==> src/rtl/esr_pkg.sv <==
package esr_pkg;

    // Register offsets on the plain register port.
    localparam logic [7:0] ADDR_ECC_PARAMETERS = 8'h10;
    localparam logic [7:0] ADDR_ECC_ERROR_STATUS = 8'h11;
    localparam logic [7:0] ADDR_SYNDROME_READ_PORT = 8'h12;
    localparam logic [7:0] ADDR_MANUFACTURING_TEST = 8'h16;
    localparam logic [7:0] ADDR_JUMP_TARGET_ADDRESS = 8'h17;
    localparam logic [7:0] ADDR_SEQ_START = 8'h0C;

    // Field positions in the ECC parameter register.
    localparam int POS_ECC_INCLUDES_SYNC = 3;
    localparam int POS_CRC_INCLUDES_SYNC = 2;
    localparam int POS_POLY_DEGREE_SELECT = 1;
    localparam int POS_INTERLEAVE_WAY_SELECT = 0;

    // Field positions in the ECC error status register.
    localparam int POS_ECC_ERROR_FLAG = 6;
    localparam int POS_ID_CRC_ERROR_FLAG = 5;

    // Values after reset.
    localparam logic [3:0] RST_ECC_PARAMETERS = 4'hC;
    localparam logic [4:0] RST_LANE_FLAGS = 5'h00;

    // Test register command codes.
    localparam logic [7:0] TEST_CODE_IDLE = 8'h00;
    localparam logic [7:0] TEST_CODE_WG_OFF = 8'h80;
    localparam logic [7:0] TEST_CODE_ID_STEP = 8'hC0;

    // Geometry of the syndrome storage.
    localparam int NUM_LANES = 5;
    localparam int MAX_DEGREE = 6;
    localparam logic [2:0] DEGREE_LOW = 3'h5;
    localparam logic [2:0] DEGREE_HIGH = 3'h6;
    localparam logic [2:0] LANES_LOW = 3'h3;
    localparam logic [2:0] LANES_HIGH = 3'h5;

    // Host register port request.
    typedef struct packed {
        logic [7:0] addr;
        logic [7:0] wdata;
        logic wr;
        logic rd;
    } esr_bus_req_t;

    // Check engine event report with the syndromes of a finished field.
    typedef struct packed {
        logic ecc_event;
        logic crc_event;
        logic [4:0] lane_err;
        logic [NUM_LANES*MAX_DEGREE*8-1:0] syndromes;
    } esr_chk_evt_t;

    // Sequencer control-store side signals.
    typedef struct packed {
        logic op_start;
        logic stopped;
        logic instr_done;
        logic jump_en;
    } esr_seq_t;

    // Syndrome reader state.
    typedef enum logic [1:0] {
        SR_IDLE = 2'b01,
        SR_SCAN = 2'b10
    } esr_sr_state_t;

endpackage

==> src/rtl/esr_regs.sv <==
`timescale 1ns/100ps
module esr_regs (
    input wire logic clock_i, // System clock, 20 MHz.
    input wire logic sys_rst_i, // Synchronous reset, active high.
    input esr_pkg::esr_bus_req_t bus_i, // Host register request.
    output logic [7:0] rdata_o, // Read data, one cycle after the strobe.
    input esr_pkg::esr_chk_evt_t chk_i, // Check engine events and syndromes.
    input esr_pkg::esr_seq_t seq_i, // Sequencer control-store events.
    input wire logic ignore_check_error_i, // Ignore control from the correction control register.
    input wire logic osc_core_i, // Free-running oscillator output from the clock block.
    input wire logic cpu_clk_core_i, // Processor clock from the clock block.
    input wire logic write_gate_core_i, // Write gate from the sequencer.
    output logic ecc_includes_sync_o, // Data sync byte enters the ECC.
    output logic crc_includes_sync_o, // ID sync byte enters the CRC.
    output logic poly_degree_select_o, // Zero degree five, one degree six.
    output logic interleave_way_select_o, // Zero three-way, one five-way.
    output logic sequencer_check_error_o, // Check error flag towards the sequencer.
    output logic oscillator_output_o, // Oscillator pin.
    output logic processor_clock_output_o, // Processor clock pin.
    output logic write_gate_output_o, // Write gate pin.
    output logic id_step_o, // One-cycle pulse that increments the ID counter.
    output logic addr_load_o, // Pulse: load address counter with jump target.
    output logic [4:0] jump_target_o // Jump target address.
);
    import esr_pkg::*;

    ////////////////////////////////////////////////////////////////////////
    // Decode of the host strobes.

    // Write and read decodes of each register.
    logic wr_param, wr_status, wr_test, wr_jump, wr_start, rd_port;

    // Plain address decode; unmapped offsets simply produce no strobe.
    always_comb begin
        wr_param = 1'b0;
        wr_status = 1'b0;
        wr_test = 1'b0;
        wr_jump = 1'b0;
        wr_start = 1'b0;
        rd_port = 1'b0;
        if (bus_i.addr == ADDR_ECC_PARAMETERS) begin
            wr_param = bus_i.wr;
        end else if (bus_i.addr == ADDR_ECC_ERROR_STATUS) begin
            wr_status = bus_i.wr;
        end else if (bus_i.addr == ADDR_SYNDROME_READ_PORT) begin
            rd_port = bus_i.rd;
        end else if (bus_i.addr == ADDR_MANUFACTURING_TEST) begin
            wr_test = bus_i.wr;
        end else if (bus_i.addr == ADDR_JUMP_TARGET_ADDRESS) begin
            wr_jump = bus_i.wr;
        end else if (bus_i.addr == ADDR_SEQ_START) begin
            wr_start = bus_i.wr;
        end
    end

    ////////////////////////////////////////////////////////////////////////
    // ECC parameter register.

    // Four configuration bits, write only.
    logic [3:0] param_ff;

    // Parameter bits load from the host and come up in their documented defaults.
    always_ff @(posedge clock_i) begin
        if (sys_rst_i) begin
            param_ff <= RST_ECC_PARAMETERS;
        end else if (wr_param) begin
            param_ff <= bus_i.wdata[3:0];
        end
    end

    assign ecc_includes_sync_o = param_ff[POS_ECC_INCLUDES_SYNC];
    assign crc_includes_sync_o = param_ff[POS_CRC_INCLUDES_SYNC];
    assign poly_degree_select_o = param_ff[POS_POLY_DEGREE_SELECT];
    assign interleave_way_select_o = param_ff[POS_INTERLEAVE_WAY_SELECT];

    ////////////////////////////////////////////////////////////////////////
    // Error status flags.

    // Summary flags and per-lane flags.
    logic ecc_error_flag_ff;
    logic id_crc_error_flag_ff;
    logic [4:0] lane_flag_ff;
    logic seq_err_ff;

    // ECC summary: event sets, start register or new operation clears; set wins.
    always_ff @(posedge clock_i) begin
        if (sys_rst_i) begin
            ecc_error_flag_ff <= 1'b0;
        end else if (chk_i.ecc_event && (chk_i.lane_err != 5'h00)) begin
            ecc_error_flag_ff <= 1'b1;
        end else if (wr_start || seq_i.op_start) begin
            ecc_error_flag_ff <= 1'b0;
        end
    end

    // ID CRC flag: set by any ID CRC error, ignore control has no say here.
    always_ff @(posedge clock_i) begin
        if (sys_rst_i) begin
            id_crc_error_flag_ff <= 1'b0;
        end else if (chk_i.crc_event) begin
            id_crc_error_flag_ff <= 1'b1;
        end else if (wr_start) begin
            id_crc_error_flag_ff <= 1'b0;
        end
    end

    // Lane flags: the host writes zero to clear, or one to reveal stored syndromes again.
    // A lane error in the same cycle as a host clear keeps the flag set.
    always_ff @(posedge clock_i) begin
        if (sys_rst_i) begin
            lane_flag_ff <= RST_LANE_FLAGS;
        end else begin
            if (wr_start) begin
                lane_flag_ff <= (chk_i.ecc_event ? chk_i.lane_err : 5'h00);
            end else if (wr_status) begin
                lane_flag_ff <= bus_i.wdata[4:0] | (chk_i.ecc_event ? chk_i.lane_err : 5'h00);
            end else if (chk_i.ecc_event) begin
                lane_flag_ff <= lane_flag_ff | chk_i.lane_err;
            end
        end
    end

    // Latched sequencer error; the ignore control forces it low so reading goes on.
    always_ff @(posedge clock_i) begin
        if (sys_rst_i) begin
            seq_err_ff <= 1'b0;
        end else if ((chk_i.ecc_event || chk_i.crc_event) && !ignore_check_error_i) begin
            seq_err_ff <= 1'b1;
        end else if (wr_start) begin
            seq_err_ff <= 1'b0;
        end
    end

    assign sequencer_check_error_o = seq_err_ff && !ignore_check_error_i;

    ////////////////////////////////////////////////////////////////////////
    // Syndrome storage and the sequential read port.

    // Syndrome bytes per lane; index 0 is the lowest byte of the lane.
    logic [7:0] synd_mem_ff [NUM_LANES][MAX_DEGREE];
    logic [2:0] lane_ff; // Lane now presented.
    logic [2:0] byte_ff; // Byte index within the lane, counting down.
    esr_sr_state_t sr_state_ff;
    logic [2:0] degree; // Bytes per lane.
    logic [2:0] lanes; // Lanes in this format.
    logic [4:0] visible; // Lanes whose flag is set and lie in the format.
    logic [2:0] next_lane; // Next visible lane above the current one.
    logic next_found;
    logic [2:0] first_lane; // Lowest visible lane.
    logic first_found;

    assign degree = param_ff[POS_POLY_DEGREE_SELECT] ? DEGREE_HIGH : DEGREE_LOW;
    assign lanes = param_ff[POS_INTERLEAVE_WAY_SELECT] ? LANES_HIGH : LANES_LOW;

    // Each lane is stored per entry; the check engine reports all syndromes at once.
    genvar gl, gb;
    generate
        for (gl = 0; gl < NUM_LANES; gl++) begin : g_lane
            assign visible[gl] = lane_flag_ff[gl] && (3'(gl) < lanes);
            for (gb = 0; gb < MAX_DEGREE; gb++) begin : g_byte
                always_ff @(posedge clock_i) begin
                    if (sys_rst_i) begin
                        synd_mem_ff[gl][gb] <= 8'h00;
                    end else if (chk_i.ecc_event && chk_i.lane_err[gl]) begin
                        synd_mem_ff[gl][gb] <= chk_i.syndromes[(gl*MAX_DEGREE+gb)*8 +: 8];
                    end
                end
            end
        end
    endgenerate

    // Search for the lowest visible lane and the next one above the current lane.
    always_comb begin
        first_lane = 3'h0;
        first_found = 1'b0;
        next_lane = 3'h0;
        next_found = 1'b0;
        for (int i = NUM_LANES - 1; i >= 0; i--) begin
            if (visible[i]) begin
                first_lane = 3'(i);
                first_found = 1'b1;
                if (3'(i) > lane_ff) begin
                    next_lane = 3'(i);
                    next_found = 1'b1;
                end
            end
        end
    end

    // Reader: IDLE seeks the first lane, SCAN hands out bytes high to low.
    always_ff @(posedge clock_i) begin
        if (sys_rst_i) begin
            sr_state_ff <= SR_IDLE;
            lane_ff <= 3'h0;
            byte_ff <= 3'h0;
        end else if (seq_i.op_start || wr_start || wr_status) begin
            sr_state_ff <= SR_IDLE;
            lane_ff <= 3'h0;
            byte_ff <= 3'h0;
        end else begin
            case (sr_state_ff)
                SR_IDLE: begin
                    if (first_found) begin
                        sr_state_ff <= SR_SCAN;
                        lane_ff <= first_lane;
                        byte_ff <= 3'(degree - 3'h1);
                    end
                end
                SR_SCAN: begin
                    if (!visible[lane_ff]) begin
                        sr_state_ff <= SR_IDLE;
                    end else if (rd_port) begin
                        if (byte_ff != 3'h0) begin
                            byte_ff <= byte_ff - 3'h1;
                        end else if (next_found) begin
                            lane_ff <= next_lane;
                            byte_ff <= 3'(degree - 3'h1);
                        end else begin
                            sr_state_ff <= SR_IDLE;
                            lane_ff <= 3'h0;
                        end
                    end
                end
                default: begin
                    sr_state_ff <= SR_IDLE;
                end
            endcase
        end
    end

    ////////////////////////////////////////////////////////////////////////
    // Manufacturing test register.

    logic wg_block_ff; // Write gate held off.
    logic step_armed_ff; // An ID step is allowed.
    logic id_step_ff;

    // Code 80h or C0h blocks the write gate; only 00h or reset lifts the block.
    always_ff @(posedge clock_i) begin
        if (sys_rst_i) begin
            wg_block_ff <= 1'b0;
        end else if (wr_test) begin
            if (bus_i.wdata == TEST_CODE_WG_OFF || bus_i.wdata == TEST_CODE_ID_STEP) begin
                wg_block_ff <= 1'b1;
            end else if (bus_i.wdata == TEST_CODE_IDLE) begin
                wg_block_ff <= 1'b0;
            end
        end
    end

    // One ID step for the first C0h after reset or a 00h write; a 00h write rearms it.
    always_ff @(posedge clock_i) begin
        if (sys_rst_i) begin
            step_armed_ff <= 1'b1;
            id_step_ff <= 1'b0;
        end else begin
            id_step_ff <= 1'b0;
            if (wr_test && bus_i.wdata == TEST_CODE_ID_STEP && step_armed_ff) begin
                id_step_ff <= 1'b1;
                step_armed_ff <= 1'b0;
            end else if (wr_test && bus_i.wdata == TEST_CODE_IDLE) begin
                step_armed_ff <= 1'b1;
            end
        end
    end

    assign id_step_o = id_step_ff;
    // The forced clock levels last exactly the write cycle; pins are combinational by need.
    assign oscillator_output_o = wr_test ? 1'b0 : osc_core_i;
    assign processor_clock_output_o = wr_test ? 1'b1 : cpu_clk_core_i;
    assign write_gate_output_o = write_gate_core_i && !wg_block_ff;

    ////////////////////////////////////////////////////////////////////////
    // Jump target register: no reset on purpose, it keeps the last host value.

    logic [4:0] jump_ff;

    always_ff @(posedge clock_i) begin
        if (wr_jump) begin
            jump_ff <= bus_i.wdata[4:0];
        end
    end

    assign jump_target_o = jump_ff;
    assign addr_load_o = seq_i.instr_done && seq_i.jump_en;

    ////////////////////////////////////////////////////////////////////////
    // Read data, registered one cycle after the strobe.

    always_ff @(posedge clock_i) begin
        if (sys_rst_i) begin
            rdata_o <= 8'h00;
        end else if (bus_i.rd && bus_i.addr == ADDR_ECC_ERROR_STATUS) begin
            rdata_o <= {1'b0, ecc_error_flag_ff, id_crc_error_flag_ff, lane_flag_ff};
        end else if (rd_port && sr_state_ff == SR_SCAN && visible[lane_ff]) begin
            rdata_o <= synd_mem_ff[lane_ff][byte_ff];
        end else begin
            rdata_o <= 8'h00; // Write-only, unmapped, or nothing visible.
        end
    end

endmodule // esr_regs

==> config.mk <==
export PLATFORM = sky130hd
export DESIGN_NAME = esr_regs
export DESIGN_NICKNAME = d
export VERILOG_FILES = /design/src/rtl/esr_pkg.sv /design/src/rtl/esr_regs.sv
export SDC_FILE = /design/constraint.sdc
export NUM_CORES = 1
export LEC_CHECK = 0
export BUFFER_PORTS_ARGS = -buffer_cell sky130_fd_sc_hd__buf_2
export CAP_MARGIN = 0
export CORE_MARGIN = 1
export CORE_UTILIZATION = 30
export DETAILED_ROUTE_END_ITERATION = 10
export GPL_TIMING_DRIVEN = 0
export HOLD_SLACK_MARGIN = 0.05
export PLACE_DENSITY = 0.59
export SLEW_MARGIN = 20
export SYNTH_ARGS = -nofsm -noshare
export SYNTH_HDL_FRONTEND = slang
export SYNTH_SLANG_ARGS = --single-unit
export TNS_END_PERCENT = 5
==> constraint.sdc <==
create_clock -name clock_i -period 2.31 [get_ports clock_i]
set_input_delay 0.3465 -clock clock_i [delete_from_list [all_inputs] [get_ports clock_i]]
set_output_delay 0.3465 -clock clock_i [all_outputs]
set_load 0.01 [all_outputs]
## Yosys cells after proc, flatten, opt, wreduce, memory -nomap -nowiden

Memory sizes are Yosys's and may differ from the RTL's. A register that Yosys moved wholly into a read port is not among the register bits.
Index checks and enable logic that the tools add are counted.

- Bits in registers: 36
- RAM bits: 240
- Input bits: 275
- Output and inout port bits: 23
- Logic and storage cells: 267
- Memories kept: 1

- $add $sub $neg: 2
- Order comparisons: 12
- Equality and inequality tests: 18
- Mux-type cells: 143
- Bitwise logic cells: 34
- Reductions and logical operators: 43

Memories:

| name | words | width | read ports | clocked after memory_dff | write ports | line | text |
|---|---|---|---|---|---|---|---|
| synd_mem_ff | 5 | 48 | 1 | 1 | 5 | esr_regs.sv:140 | `logic [7:0] synd_mem_ff [NUM_LANES][MAX_DEGREE];` |

Operator list:

| operator | number |
|---|---|
| 8-bit 2-to-1 mux | 32 |
| 3-bit 2-to-1 mux | 28 |
| 1-bit 2-to-1 mux | 66 |
| 8-bit by 5-bit equality test with 1-bit output (second input constant) | 5 |
| 1-bit bitwise OR | 30 |
| 8-bit binary-select mux with 3-bit select | 1 |
| 1-bit logical AND | 21 |
| 5-bit 2-to-1 mux | 4 |
| 8-bit equality test (second input constant) | 2 |
| 7-bit 2-to-1 mux | 2 |
| 2-bit 2-to-1 mux | 6 |
| 3-bit inequality test (second input constant) | 4 |
| 3-bit case mux with 2 select lines | 2 |
| 2-bit nonzero test | 6 |
| 5-bit bitwise OR | 2 |
| 5-bit AND reduction | 2 |
| 8-bit by 4-bit equality test with 1-bit output (second input constant) | 1 |
| 8-bit zero test | 1 |
| 2-bit inequality test (second input constant) | 4 |
| 1-bit by 3-bit greater-than comparator with 1-bit output (first input constant) | 2 |
| 2-bit by 3-bit greater-than comparator with 1-bit output (first input constant) | 2 |
| 1-bit by 3-bit less-than comparator with 1-bit output (first input constant) | 2 |
| 2-bit by 3-bit less-than comparator with 1-bit output (first input constant) | 2 |
| 3-bit nonzero test | 2 |
| 18 further kinds | 23 |

## Longest topological paths before layout

Gate-level depths: netlist (run 1).

- Depth after elaboration: 19
- Mapped depth: 8
- Depth with buffers taken out: 6

## Least setup slack after synthesis (run 1)

Ideal clock, no wire load.

- Kind: input to register
- Start: in sys_rst_i
- End: mem synd_mem_ff[0][0] (netlist bit) (enable)
- Library setup time: 413 ps
- Arrival: 2,073 ps
- Required time: 1,897 ps
- Setup slack: -176 ps
- Stages: 3
- Path buffers: 2
- Cells stage by stage: clkbuf_1 clkbuf_1 nand2b_1

RTL lines:

| item | line | text |
|---|---|---|
| from (decl) | esr_regs.sv:4 | `input wire logic sys_rst_i,` |
| to (decl) | esr_regs.sv:140 |  |

==> results of run 1 <==
==> registers in the layout, indices dropped and copies added (netlist names), 2 cells and up, named ones only <==
name           flops
sr_state_ff        2
rdata_o            8
lane_flag_ff       5
byte_ff            3
jump_target_o      5
lane_ff            3
synd_mem_ff      240
param_ff           4
==> what timing repair did <==
action,CTS,global route
setup buffers,0,0
pin swaps,0,1
endpoints found under the hold margin,110,0
setup endpoints to repair,9,11
resized for setup,19,19
hold buffers,110,0
==> final timing paths <==
| check | end | slack, ps | cells past startpoint |
|---|---|---|---|
| worst min register to register | rdata_o[5] | 460 | 2 |
| worst min-delay path | synd_mem_ff[2][15] | 70 | 2 |
| worst max register to register | rdata_o[6] | 0.9 | 8 |
| worst max-delay path | rdata_o[6] | 0.9 | 8 |
==> kinds of logic (layout without fill, tap and decap cells) <==
logic type,after synthesis,in the layout
other,0,1
flip-flops,279,279
multiplexers,110,110
buffers and inverters,65,530
AO/OA/AOI/OAI,98,98
adder cells (fa/ha/maj),1,1
AND/OR/NAND/NOR,411,411
==> area by class of cell <==
cell class              count  area [µm²]  share of cell area (%)
diodes                      1        2.50                  0.0145
plain buffers              60         337                    1.95
clock buffers              39         810                    4.68
clock inverters            17         134                   0.775
inverters                   4        15.0                  0.0869
multi-input cells         620        4590                    26.6
flip-flops and latches    279        8040                    46.5
well taps                 539         674                    3.90
repair buffers            410        2680                    15.5
==> per-layer routing <==
| metal | track usage [%] | up-vias |
|---|---|---|
| met2 | 35.4 | 342 |
| li1 | - | 4419 |
| met3 | 3.28 | 54 |
| met4 | 4.97 | 0 |
| met1 | 25.8 | 4639 |
| met5 | 0 | - |
==> power by group through the flow <==
stage               logic, W  registers [W]  clock network, W
floorplan           0.000534        0.00605                 0
global placement     0.00111        0.00609                 0
detailed placement   0.00115        0.00609                 0
CTS                  0.00131        0.00598           0.00477
global route         0.00141        0.00601           0.00495
finish               0.00131        0.00598           0.00469
==> placed cells by master (no fill, tap or decap), types with 5 or more instances in the layout <==
master	count
nor2_1	39
a32o_1	5
and2_1	243
a21oi_1	32
clkbuf_1	43
buf_4	5
nand2b_1	10
and3_1	5
nor3_1	5
mux2i_1	57
edfxtp_1	245
mux2_2	17
mux2i_2	8
nand3_1	24
nand2b_4	5
nor2b_1	12
o21ai_0	13
clkbuf_16	31
clkinv_2	7
buf_2	301
nand2_1	35
dlygate4sd3_1	110
dfxtp_1	32
a22oi_1	16
nand4_1	10
buf_6	6
clkinv_1	7
clkbuf_2	5
mux4_2	23
==> metrics by stage <==
stage	utilization (%)	area (µm²)	hold slack (ps)	setup WS [ps]
after detailed placement	36.0	15100	450	-523
after global routing	41.1	17300	50.1	-40.7
after CTS	41.0	17200	50.1	-63.9
final	41.1	17300	66.6	0.937
after global placement	35.7	15000	439	-1930
after floorplan	-	12800	424	-176
==> results by stage, run 1 <==
Clocking:
- Clock latency on the worst-skew pair, taken at its later pin, is 570 ps.
- The worst-case clock buffer depth is 3.
- In this run the clock root is driven by a clkbuf_16.
- CTS built an H-tree with a depth of 1.
- TritonCTS built the clock tree.
- Clock tree synthesis found a total of 279 sinks.
- The clock-pin slew on the worst setup and hold paths is 60 ps.
- The number of clock buffers added by TritonCTS is 30.

Finish:
- The net total in the final layout is 1681.
- The final cell count without fillers is 1969.
- After filler insertion, the fill cell instance count of the layout stands at 4033.
- The share of layout cells above drive strength 1 is 30.2%.
- The synthesis-to-layout area growth is 34.7%.

Routing:
- In the detailed route, the total length drawn on met2 is 22200 µm.
- The first detailed-routing pass took 5 iterations.
- The iteration-0 DRC count of the detailed router is 607.
- The detail-routed via count per cell is 4.80.
- The remaining number of nets flagged by the antenna check after routing is 0.
- The detailed-routed wire length on met3 is 2600 µm.
- The routed wire length is 44500 µm.
- The count of vias placed by the detailed router is 9454.
- The routed length on met1 is 18700 µm.
- The top routing layer in use is met4.
- The routed wire length per instance is 22.6 µm.
- In the routed design, unresolved DRC markers number 0.

Global routing:
- The initial antenna violation count is 4.
- Entering global routing, the biggest net connects 49 pins.
- The via count of the first global-routing pass is 9806.
- Summed over all layers, the global routing overflow is 0.
- Across every metal layer, demand over resource in global routing totals 20.2%.
- The wire length of the first global-routing pass is 63200 µm.

Die:
- The number of rows created at floorplan is 75.
- Measured along the x axis, the die boundary spans 209 µm.
- In this run the count of I/O pins placed on the die edge is 298.
- The die covers 43600 µm².
- Once the floorplan was initialized, standard cells occupied 30.5% of the core.
- The height of the die is 209 µm.
- The core region is 42000 µm².

Timing:
- The post-route setup TNS is 0 ps.
- The number of max-slew violations in the final report was 0.
- At the pin with the least slew margin, the transition time is 866 ps.
- The number of failing setup endpoints in the final timing report is 0.
- The part of the cycle the worst path needs is 100%.
- Setup repair after global routing could not meet its margin everywhere.
- The final hold violation count is 0.
- The normalized max-slew margin is 42.3%.
- After layout, the minimum clock period comes to 2310 ps.
- The highest clock frequency the design can meet is 433 MHz.
- The clock tree skew after final layout is 7.31 ps.

Setup path:
- The slowest cell on the critical path is dfxtp_1.
- Data on the critical path is required at its endpoint by 2770 ps.
- The signal on the critical path passes through buf_6, buf_4, buf_4, mux2i_1, a22oi_1, nand3_1, nand3_1, a32o_1.
- The kind of cell with the highest combined delay along the critical path is buffers and inverters.
- The delay of the slowest cell on the worst path is 360 ps.
- The critical path endpoint category is a register.
- STA classifies the critical path startpoint as a register.
- The signal arrival time at the worst endpoint is 2770 ps.
- The number of buffers and inverters on the critical path is 3.
- The highest fanout seen on the critical path is 10.
- The category of the critical setup timing path is reg -> reg.

Logic synthesis:
- The arithmetic-cell share of the synthesized area counting full adders, half adders and majority gates is 0.0975%.
- The number of flops mapped to enable cells by yosys is 245.
- The area share of the leading cell type in the synthesized netlist is 57.3%.
- Summing the areas of all compound-gate instances in the mapped netlist gives 5.11% of the synthesized area.
- For this run, the number of Yosys warnings is 0.
- The sequential element share of the synthesized area is 62.6%.
- The simple logic cell fraction of the synthesized area is 18.4%.
- In this run the cell area of the synthesized design comes to 12800 µm².
- The dominant register cell in the synthesized netlist is edfxtp_1.
- Measured against the total synthesized area, the mux share comes to 11.4%.
- By count the netlist is led by edfxtp_1, and2_1, mux2i_1.
- The combinational family with the most area after synthesis is simple AND/OR/NAND/NOR gates.
- When the netlist entered floorplanning its net count stood at 1240.
- The most area-hungry cell type in the Yosys netlist is edfxtp_1.
- After Yosys synthesis, XOR and XNOR cells account for 0% of the synthesized area.
- Synthesis instantiated 59 different standard cells from the library.
- The fraction of registers with async set/reset is 0%.
- The most common cell in the synthesized netlist is edfxtp_1.
- In the synthesized netlist, the number of instances is 964.
- In the post-synthesis netlist, the biggest area contributors are edfxtp_1, and2_1, dfxtp_1, mux2i_1, mux4_2.
- Synthesis inferred 279 register bits.
- In this run the mean area of a mapped cell was 13.3 µm².

Placement:
- The congestion estimate from routability-driven global placement came to 0.850.
- The total half-perimeter wirelength after legalization and detailed placement is 32100 µm.
- The total of buffers placed on input and output ports is 296.
- Once placement completed, the tool counted placed cells totaling 1803.

Outcome:
- The run finished with clean final reports.

Min path:
- The startpoint identified for the worst hold timing path is chk_i[135].
- The type of the worst min-delay path is in -> reg.

Pwr:
- The combinational share of power is 10.9%.
- The static leakage power is 6.72 nW.
- The maximum VDD drop is 0.695 mV.
- The switching part of the total power is 23.4%.
- The internal power of the cells totals 0.00917 W.
- The power dissipated by switching net loads is 0.00281 W.
- The portion of total power attributed to sequential cells is 49.9%.
- The power per cell area is 693 nW/µm².
- Per report_power, the clock group accounts for 39.1% of the total.
- The design draws 0.0120 W.

Flow run:
- Across the run, the number of max-cap violations was 0.
Note: power is estimated with default switching activity, not from simulation.
==> run 2: changes to the inputs <==
- CORE_MARGIN: 1 -> 2
==> run 2 against run 1 <==
Effect of this change: the flow now finishes with violations (negative setup slack); critical path type unchanged; design area shrank 5.0%; worst setup slack lost 7.6 ps; wire length fell by 2.1%; count of clock-buffer cells in the layout is 6 higher; non-clock buffer count decreased by 101.
==> results by stage, run 2 (synthesized netlist as in run 1, its figures left out) <==
Outcome:
- The flow ran to the end, but the final reports show violations.
- The final reports fail on negative setup slack.

Timing:
- The normalized max-slew margin is 40.2%.
- The final period demand of the worst path is 2320 ps.
- The clock arrives with 18.3 ps of skew.
- The highest clock frequency the design can meet is 432 MHz.
- Dividing the final minimum period by the clock period gives 100%.
- The final critical-path setup slack is -6.66 ps.
- Setup violations remaining at the end of the flow were counted as 1.
- Adding up every negative setup slack in the final design gives -6.66 ps.
- The number of max-slew violations in the final report is 0.
- Setup repair after global routing could not meet its margin everywhere.
- For the pin with the worst max-slew slack, the measured transition is 897 ps.
- The final hold violation count was 0.

Routing:
- After detailed routing, the met3 layer carries 2760 µm of wire.
- The highest metal layer carrying signal wires in the routed design is met4.
- The detail-routed via count per cell is 4.84.
- The remaining number of nets flagged by the antenna check after routing is 0.
- The routed design uses 21100 µm of met2 wire.
- In the final routing, the length of wire on met1 measures 18500 µm.
- The count of unresolved DRC violations after routing is 0.
- The routed wire length per instance is 23.2 µm.
- Before antenna repair, the detailed router went through 7 iterations.
- The routed wire length is 43500 µm.
- For this block, the initial DRC count from the detailed router was 660.
- The count of vias placed by the detailed router is 9074.

Global routing:
- The via count of the first global-routing pass was 9269.
- Entering global routing, the biggest net connects 49 pins.
- After global routing the overflow that remains totals 0.
- The initial antenna violation count is 2.
- The wire length of the first global-routing pass is 61600 µm.
- In the global route stage, overall resource usage came out at 19.7%.

Setup path:
- Across all register-to-register paths, the minimum setup slack is -7 ps.
- The signal arrival time at the worst endpoint is 2720 ps.
- The logic depth of the worst register-to-register path is 6.
- The category of the critical setup timing path is reg -> reg.
- The data required time of the worst path is 2720 ps.
- STA classifies the critical path startpoint as a register.
- The highest fanout seen on the critical path is 10.
- The critical path endpoint category is a register.

Die:
- The total area inside the core boundary comes to 42000 µm².
- The height of the die is 211 µm.
- The die extent in x is 211 µm.
- The area enclosed by the die boundary is 44400 µm².
- Once the floorplan was initialized, standard cells occupied 30.5% of the core.
- In this run the count of I/O pins placed on the die edge is 298.
- The number of rows created at floorplan is 75.

Finish:
- The total of fill cells in the finished design is 4109.
- The final core area utilization is 39.1%.
- In the layout the commonest cells are buf_2, edfxtp_1, and2_1.
- The number of antenna diodes in the final layout is 0.
- The register with the most flip-flops in the layout has 240 of them.
- Compared with the post-synthesis result, the final layout area differs by 28.0%.
- In the final design database the tool counted 1584 nets.
- The share of layout cells above drive strength 1 is 33.1%.
- The most frequent standard cell in the layout excluding fill and tap cells is buf_2.
- In the final layout, the registers with the most flip-flops are synd_mem_ff (240), rdata_o (8).
- More flip-flops sit in one register than any other, and that register is synd_mem_ff.

Flow run:
- The reported max-cap violation count is 0.

Clocking:
- The cell sitting at the root of the clock tree is a clkbuf_16.
- In this run the number of H-tree levels came out at 2.
- The clock-pin slew on the worst setup and hold paths is 60 ps.
- No sink is reached through more buffers than the 3 on the longest clock path.
- The TritonCTS buffer count is 34.
- The number of clock sinks is 279.
- TritonCTS built the clock tree.
- The worst-skew pair later-pin latency is 540 ps.

Pwr:
- The power per cell area is 753 nW/µm².
- Summed over all cells, the static leakage comes to 6.37 nW.
- VDD sags by at most 0.385 mV.

Min path:
- Along the worst hold path, the cell count comes to 1.
- The type of the worst min-delay path is in -> reg.

Placement:
- At the end of routability-driven placement, the weighted congestion stood at 0.823.
- Input and output buffers added on the ports amount to 296.
- Once detailed placement completed, the half-perimeter wirelength came to 32200 µm.
==> run 2: changes by cell type in the layout (fill, tap and decap cells not counted), sizes merged <==
cell	previous run	this run
clkbuf	79	84
buf	320	321
bufinv	2	1
inv	4	3
clkinvlp	1	3
diode	1	0
dlygate4sd3	110	9
==> run 2: per-layer routing <==
metal	GRT usage [%]	vias up
li1	-	4225
met1	25.6	4437
met2	33.1	349
met3	3.57	63
met4	6.65	0
met5	0	-
==> run 2: final timing paths <==
path	from	endpoint
worst max-delay path	byte_ff[0]	rdata_o[6]
worst min-delay path	bus_i[5]	jump_target_o[3]
worst max register to register	byte_ff[0]	rdata_o[6]
worst min register to register	step_armed_ff	id_step_o
==> run 2: cell type report <==
class	count	area, µm²	share of cell area [%]
Buffer	60	332	2.02
Clock buffer	45	958	5.83
Clock inverter	17	135	0.823
Inverter	4	15.0	0.0914
Multi-Input combinational cell	620	4610	28.1
Sequential cell	279	8040	48.9
Tap cell	539	674	4.11
Timing Repair Buffer	309	1660	10.1
==> run 2: power breakdown <==
part	internal (W)	total [W]	switching, W
combinational	0.000511	0.00117	0.000662
clock	0.00305	0.00521	0.00215
sequential	0.00587	0.00599	0.000114
total	0.00944	0.0124	0.00293
==> run 2: critical path: stages (launching register included) <==
cell and delay [ps]:
dfxtp_1 300, buf_4 200, buf_4 260, mux4_2 570, a21oi_1 300, nand3_1 200
a32o_1 330
==> run 2: per-stage QoR <==
stage               total power, W  setup slack [ps]  instances  instance area (µm²)  hold slack (ps)
detailed placement         0.00724              -469       1803                15100              451
global route                0.0128             -65.6       1873                16400             58.9
floorplan                  0.00658              -176        964                12800              424
global placement           0.00721             -1920       1799                15000              440
CTS                         0.0125             -37.8       1873                16400             50.7
finish                      0.0124             -6.66       1873                16400             77.6
==> run 2: repair_timing <==
item                       in CTS  in global routing
buffers inserted                0                  0
gates cloned                    0                  0
hold endpoints to repair        9                  0
hold buffers                    9                  0
setup endpoints to repair      10                 10
resized for setup              21                 18
==> run 3: changes to the inputs <==
- CELL_PAD_IN_SITES_DETAIL_PLACEMENT: unset -> 0
- CELL_PAD_IN_SITES_GLOBAL_PLACEMENT: unset -> 1
- HOLD_SLACK_MARGIN: 0.05 -> unset
- PLACE_DENSITY: 0.59 -> 0.69
==> run 3 against run 2 <==
Effect of this change: the flow now finishes without violations; global-route usage decreased by 0.29 points; hold slack lost 40 ps; clock power down 9.8%; flip-flop and latch count unchanged; sequential share of layout area rose by 0.30 points; fmax grew 2.4%.
==> results by stage, run 3 (synthesized netlist as in run 1, its figures left out) <==
Min path:
- The worst hold path belongs to the class in -> reg.
- The worst hold path stage count is 2.
- The end point of the worst hold path is synd_mem_ff[2][32].
- The worst hold path begins at chk_i[104].

Finish:
- The share of layout cells above drive strength 1 is 31.9%.
- The register with the most flip-flops in the layout has 240 of them.
- The largest registers in the layout are synd_mem_ff (240), rdata_o (8).
- The most frequent standard cell in the layout excluding fill and tap cells is buf_2.
- The net total in the final layout is 1579.
- Leaving out fill and tap cells, the most frequent cells in the layout are buf_2, edfxtp_1, and2_1.
- The synthesis-to-layout area growth is 27.3%.
- The largest register by flop count is synd_mem_ff.
- Once layout is done, the placed cells without fillers occupy 16300 µm².

Setup path:
- In this run the worst path has a maximum fanout of 10.
- The largest individual stage delay along the critical path comes from the cell mux4_2.
- The critical path goes through buf_6, mux4_2, mux2i_1, nor3_1, o21bai_1, a31o_1, a21oi_1.
- STA classifies the critical path startpoint as a register.
- The endpoint identified for the worst register-to-register timing path is rdata_o[2].
- For the worst flop-to-flop path, the logic depth is 7.
- The setup path with the least slack is of type reg -> reg.
- The signal arrival time at the worst endpoint is 2700 ps.
- At the worst endpoint, the required time is 2750 ps.
- The worst setup path is captured at a register.
- On the worst path, the slowest cell contributes a delay of 560 ps.
- The worst reg-to-reg setup slack is 50 ps.

Routing:
- The routed wire length per instance is 23.3 µm.
- The routed design has 43600 µm of wire.
- For this run, design rule violations remaining after detail routing come to 0.
- The remaining number of nets flagged by the antenna check after routing is 0.
- The total iterations of the first detailed-routing run is 5.
- Dividing the detail-routed via count by the number of cells gives 4.84.
- The iteration-0 DRC count of the detailed router is 742.
- The count of vias placed by the detailed router is 9068.

Timing:
- The final hold violation count is 0.
- On the final layout, the worst clock skew is 19.0 ps.
- Setup violations remaining at the end of the flow were counted as 0.
- The normalized max-slew margin is 37.2%.
- At the pin with the least slew margin, the transition time is 942 ps.
- The number of max-slew violations in the final report was 0.
- The part of the cycle the worst path needs is 97.9%.
- Based on the critical path, the design can be clocked at up to 442 MHz.
- The worst-case hold slack is 37.8 ps.
- Setup repair after global routing left no endpoint under its margin.
- The final period demand of the worst path is 2260 ps.

Pwr:
- The power per cell area is 726 nW/µm².
- The static leakage power is 6.30 nW.
- The maximum VDD drop is 0.603 mV.

Global routing:
- The global route total overflow is 0.
- For this run, the total global-route usage over all layers was measured as 19.4%.
- The initial antenna violation count is 8.
- The via count of the first global-routing pass is 9284.
- The wire length of the first global-routing pass is 61400 µm.
- Entering global routing, the biggest net connects 49 pins.

Placement:
- Summed over all nets, the half-perimeter wirelength after detailed placement is 32200 µm.
- Summing all placed instances gives a cell area of 15100 µm².
- The total of buffers placed on input and output ports is 296.
- The routability congestion estimate is 0.866.

Die:
- For this design the top-level I/O count stands at 298.
- The number of rows created at floorplan is 75.
- The area enclosed by the die boundary is 44400 µm².
- For this configuration, the core starts out at a cell density of 30.5%.
- The die is 211 µm wide.
- In this run the vertical extent of the chip is 211 µm.
- The floorplan step defined a core boundary enclosing 42000 µm².

Clocking:
- The CTS tree is built.
- Clock tree synthesis found a total of 279 sinks.
- The clock-pin slew on the worst setup and hold paths is 60 ps.
- No sink is reached through more buffers than the 3 on the longest clock path.
- The worst-skew pair later-pin latency is 580 ps.
- The number of H-tree branching levels is 1.
- The TritonCTS buffer count is 31.
- The master cell of the clock root buffer is clkbuf_16.

Outcome:
- The run finished with clean final reports.

Flow run:
- The reported max-cap violation count is 0.
run 3: changes by cell type in the layout (fill, tap and decap cells not counted), sizes merged:
cell / delta
diode: +7
inv: +1
dlygate4sd3: -2
bufinv: +1
clkbuf: -2
buf: -3
clkinv: -3
run 3: what timing repair did:
item                                    in CTS  in global routing
endpoints found under the hold margin        7                  0
buffers inserted                             0                  0
resized for setup                           25                 22
pin swaps                                    0                  0
gates cloned                                 0                  0
hold buffers                                 7                  0
endpoints found under the setup margin       9                  7
run 3: worst max-delay path: cells and delay by family (launching register included):
kind	cells	cell delay, ps
mux	2	860
flops	1	420
simple gates	1	130
compound gates	3	460
buf+inv	1	240
run 3: layer usage:
layer | vias up | share of wire (%) | global-route usage, % | wire length [µm]
li1 | 4214 | - | - | -
met1 | 4425 | 43 | 25.7 | 18800
met2 | 360 | 48 | 31.8 | 20900
met3 | 69 | 6.1 | 3.52 | 2680
met4 | 0 | 3.0 | 7.16 | 1310
met5 | - | 0 | 0 | 0
run 3: layout make-up:
type	instances	area (µm²)
repair buffers	307	1660
clock inverters	16	135
fillers	4099	25700
flip-flops and latches	279	8040
multi-input cells	620	4600
well taps	539	674
clock buffers	40	810
plain buffers	60	377
inverters	4	15.0
diodes	7	17.5
run 3: through the flow:
stage / instances / util [%] / power [W] / worst slack [ps] / setup TNS [ps]
2_1_floorplan: 964 / - / 0.00658 / -176 / -33800
3_3_place_gp: 1799 / 35.7 / 0.00719 / -1740 / -356050
3_5_place_dp: 1803 / 36.0 / 0.00723 / -538 / -40430
4_1_cts: 1865 / 38.6 / 0.0119 / -39.0 / -72.0
5_1_grt: 1871 / 38.8 / 0.0122 / 10.2 / 0
6_report: 1872 / 38.8 / 0.0119 / 48.2 / 0
run 3: worst max path at each step:
| stage | start | to | slack [ps] | cells past startpoint |
|---|---|---|---|---|
| after floorplan | sys_rst_i | synd_mem_ff[1][0] | -180 | 3 |
| after global placement | sys_rst_i | synd_mem_ff[2][2] | -1740 | 4 |
| after detailed placement | register | rdata_o[0] | -540 | 8 |
| after CTS | register | rdata_o[2] | -40 | 7 |
| after global routing | register | rdata_o[0] | 10 | 8 |
| final | register | rdata_o[2] | 50 | 7 |
run 3: where the power goes:
group          internal (W)  switching (W)
registers           0.00587       0.000116
logic              0.000516       0.000651
clock network       0.00268        0.00203
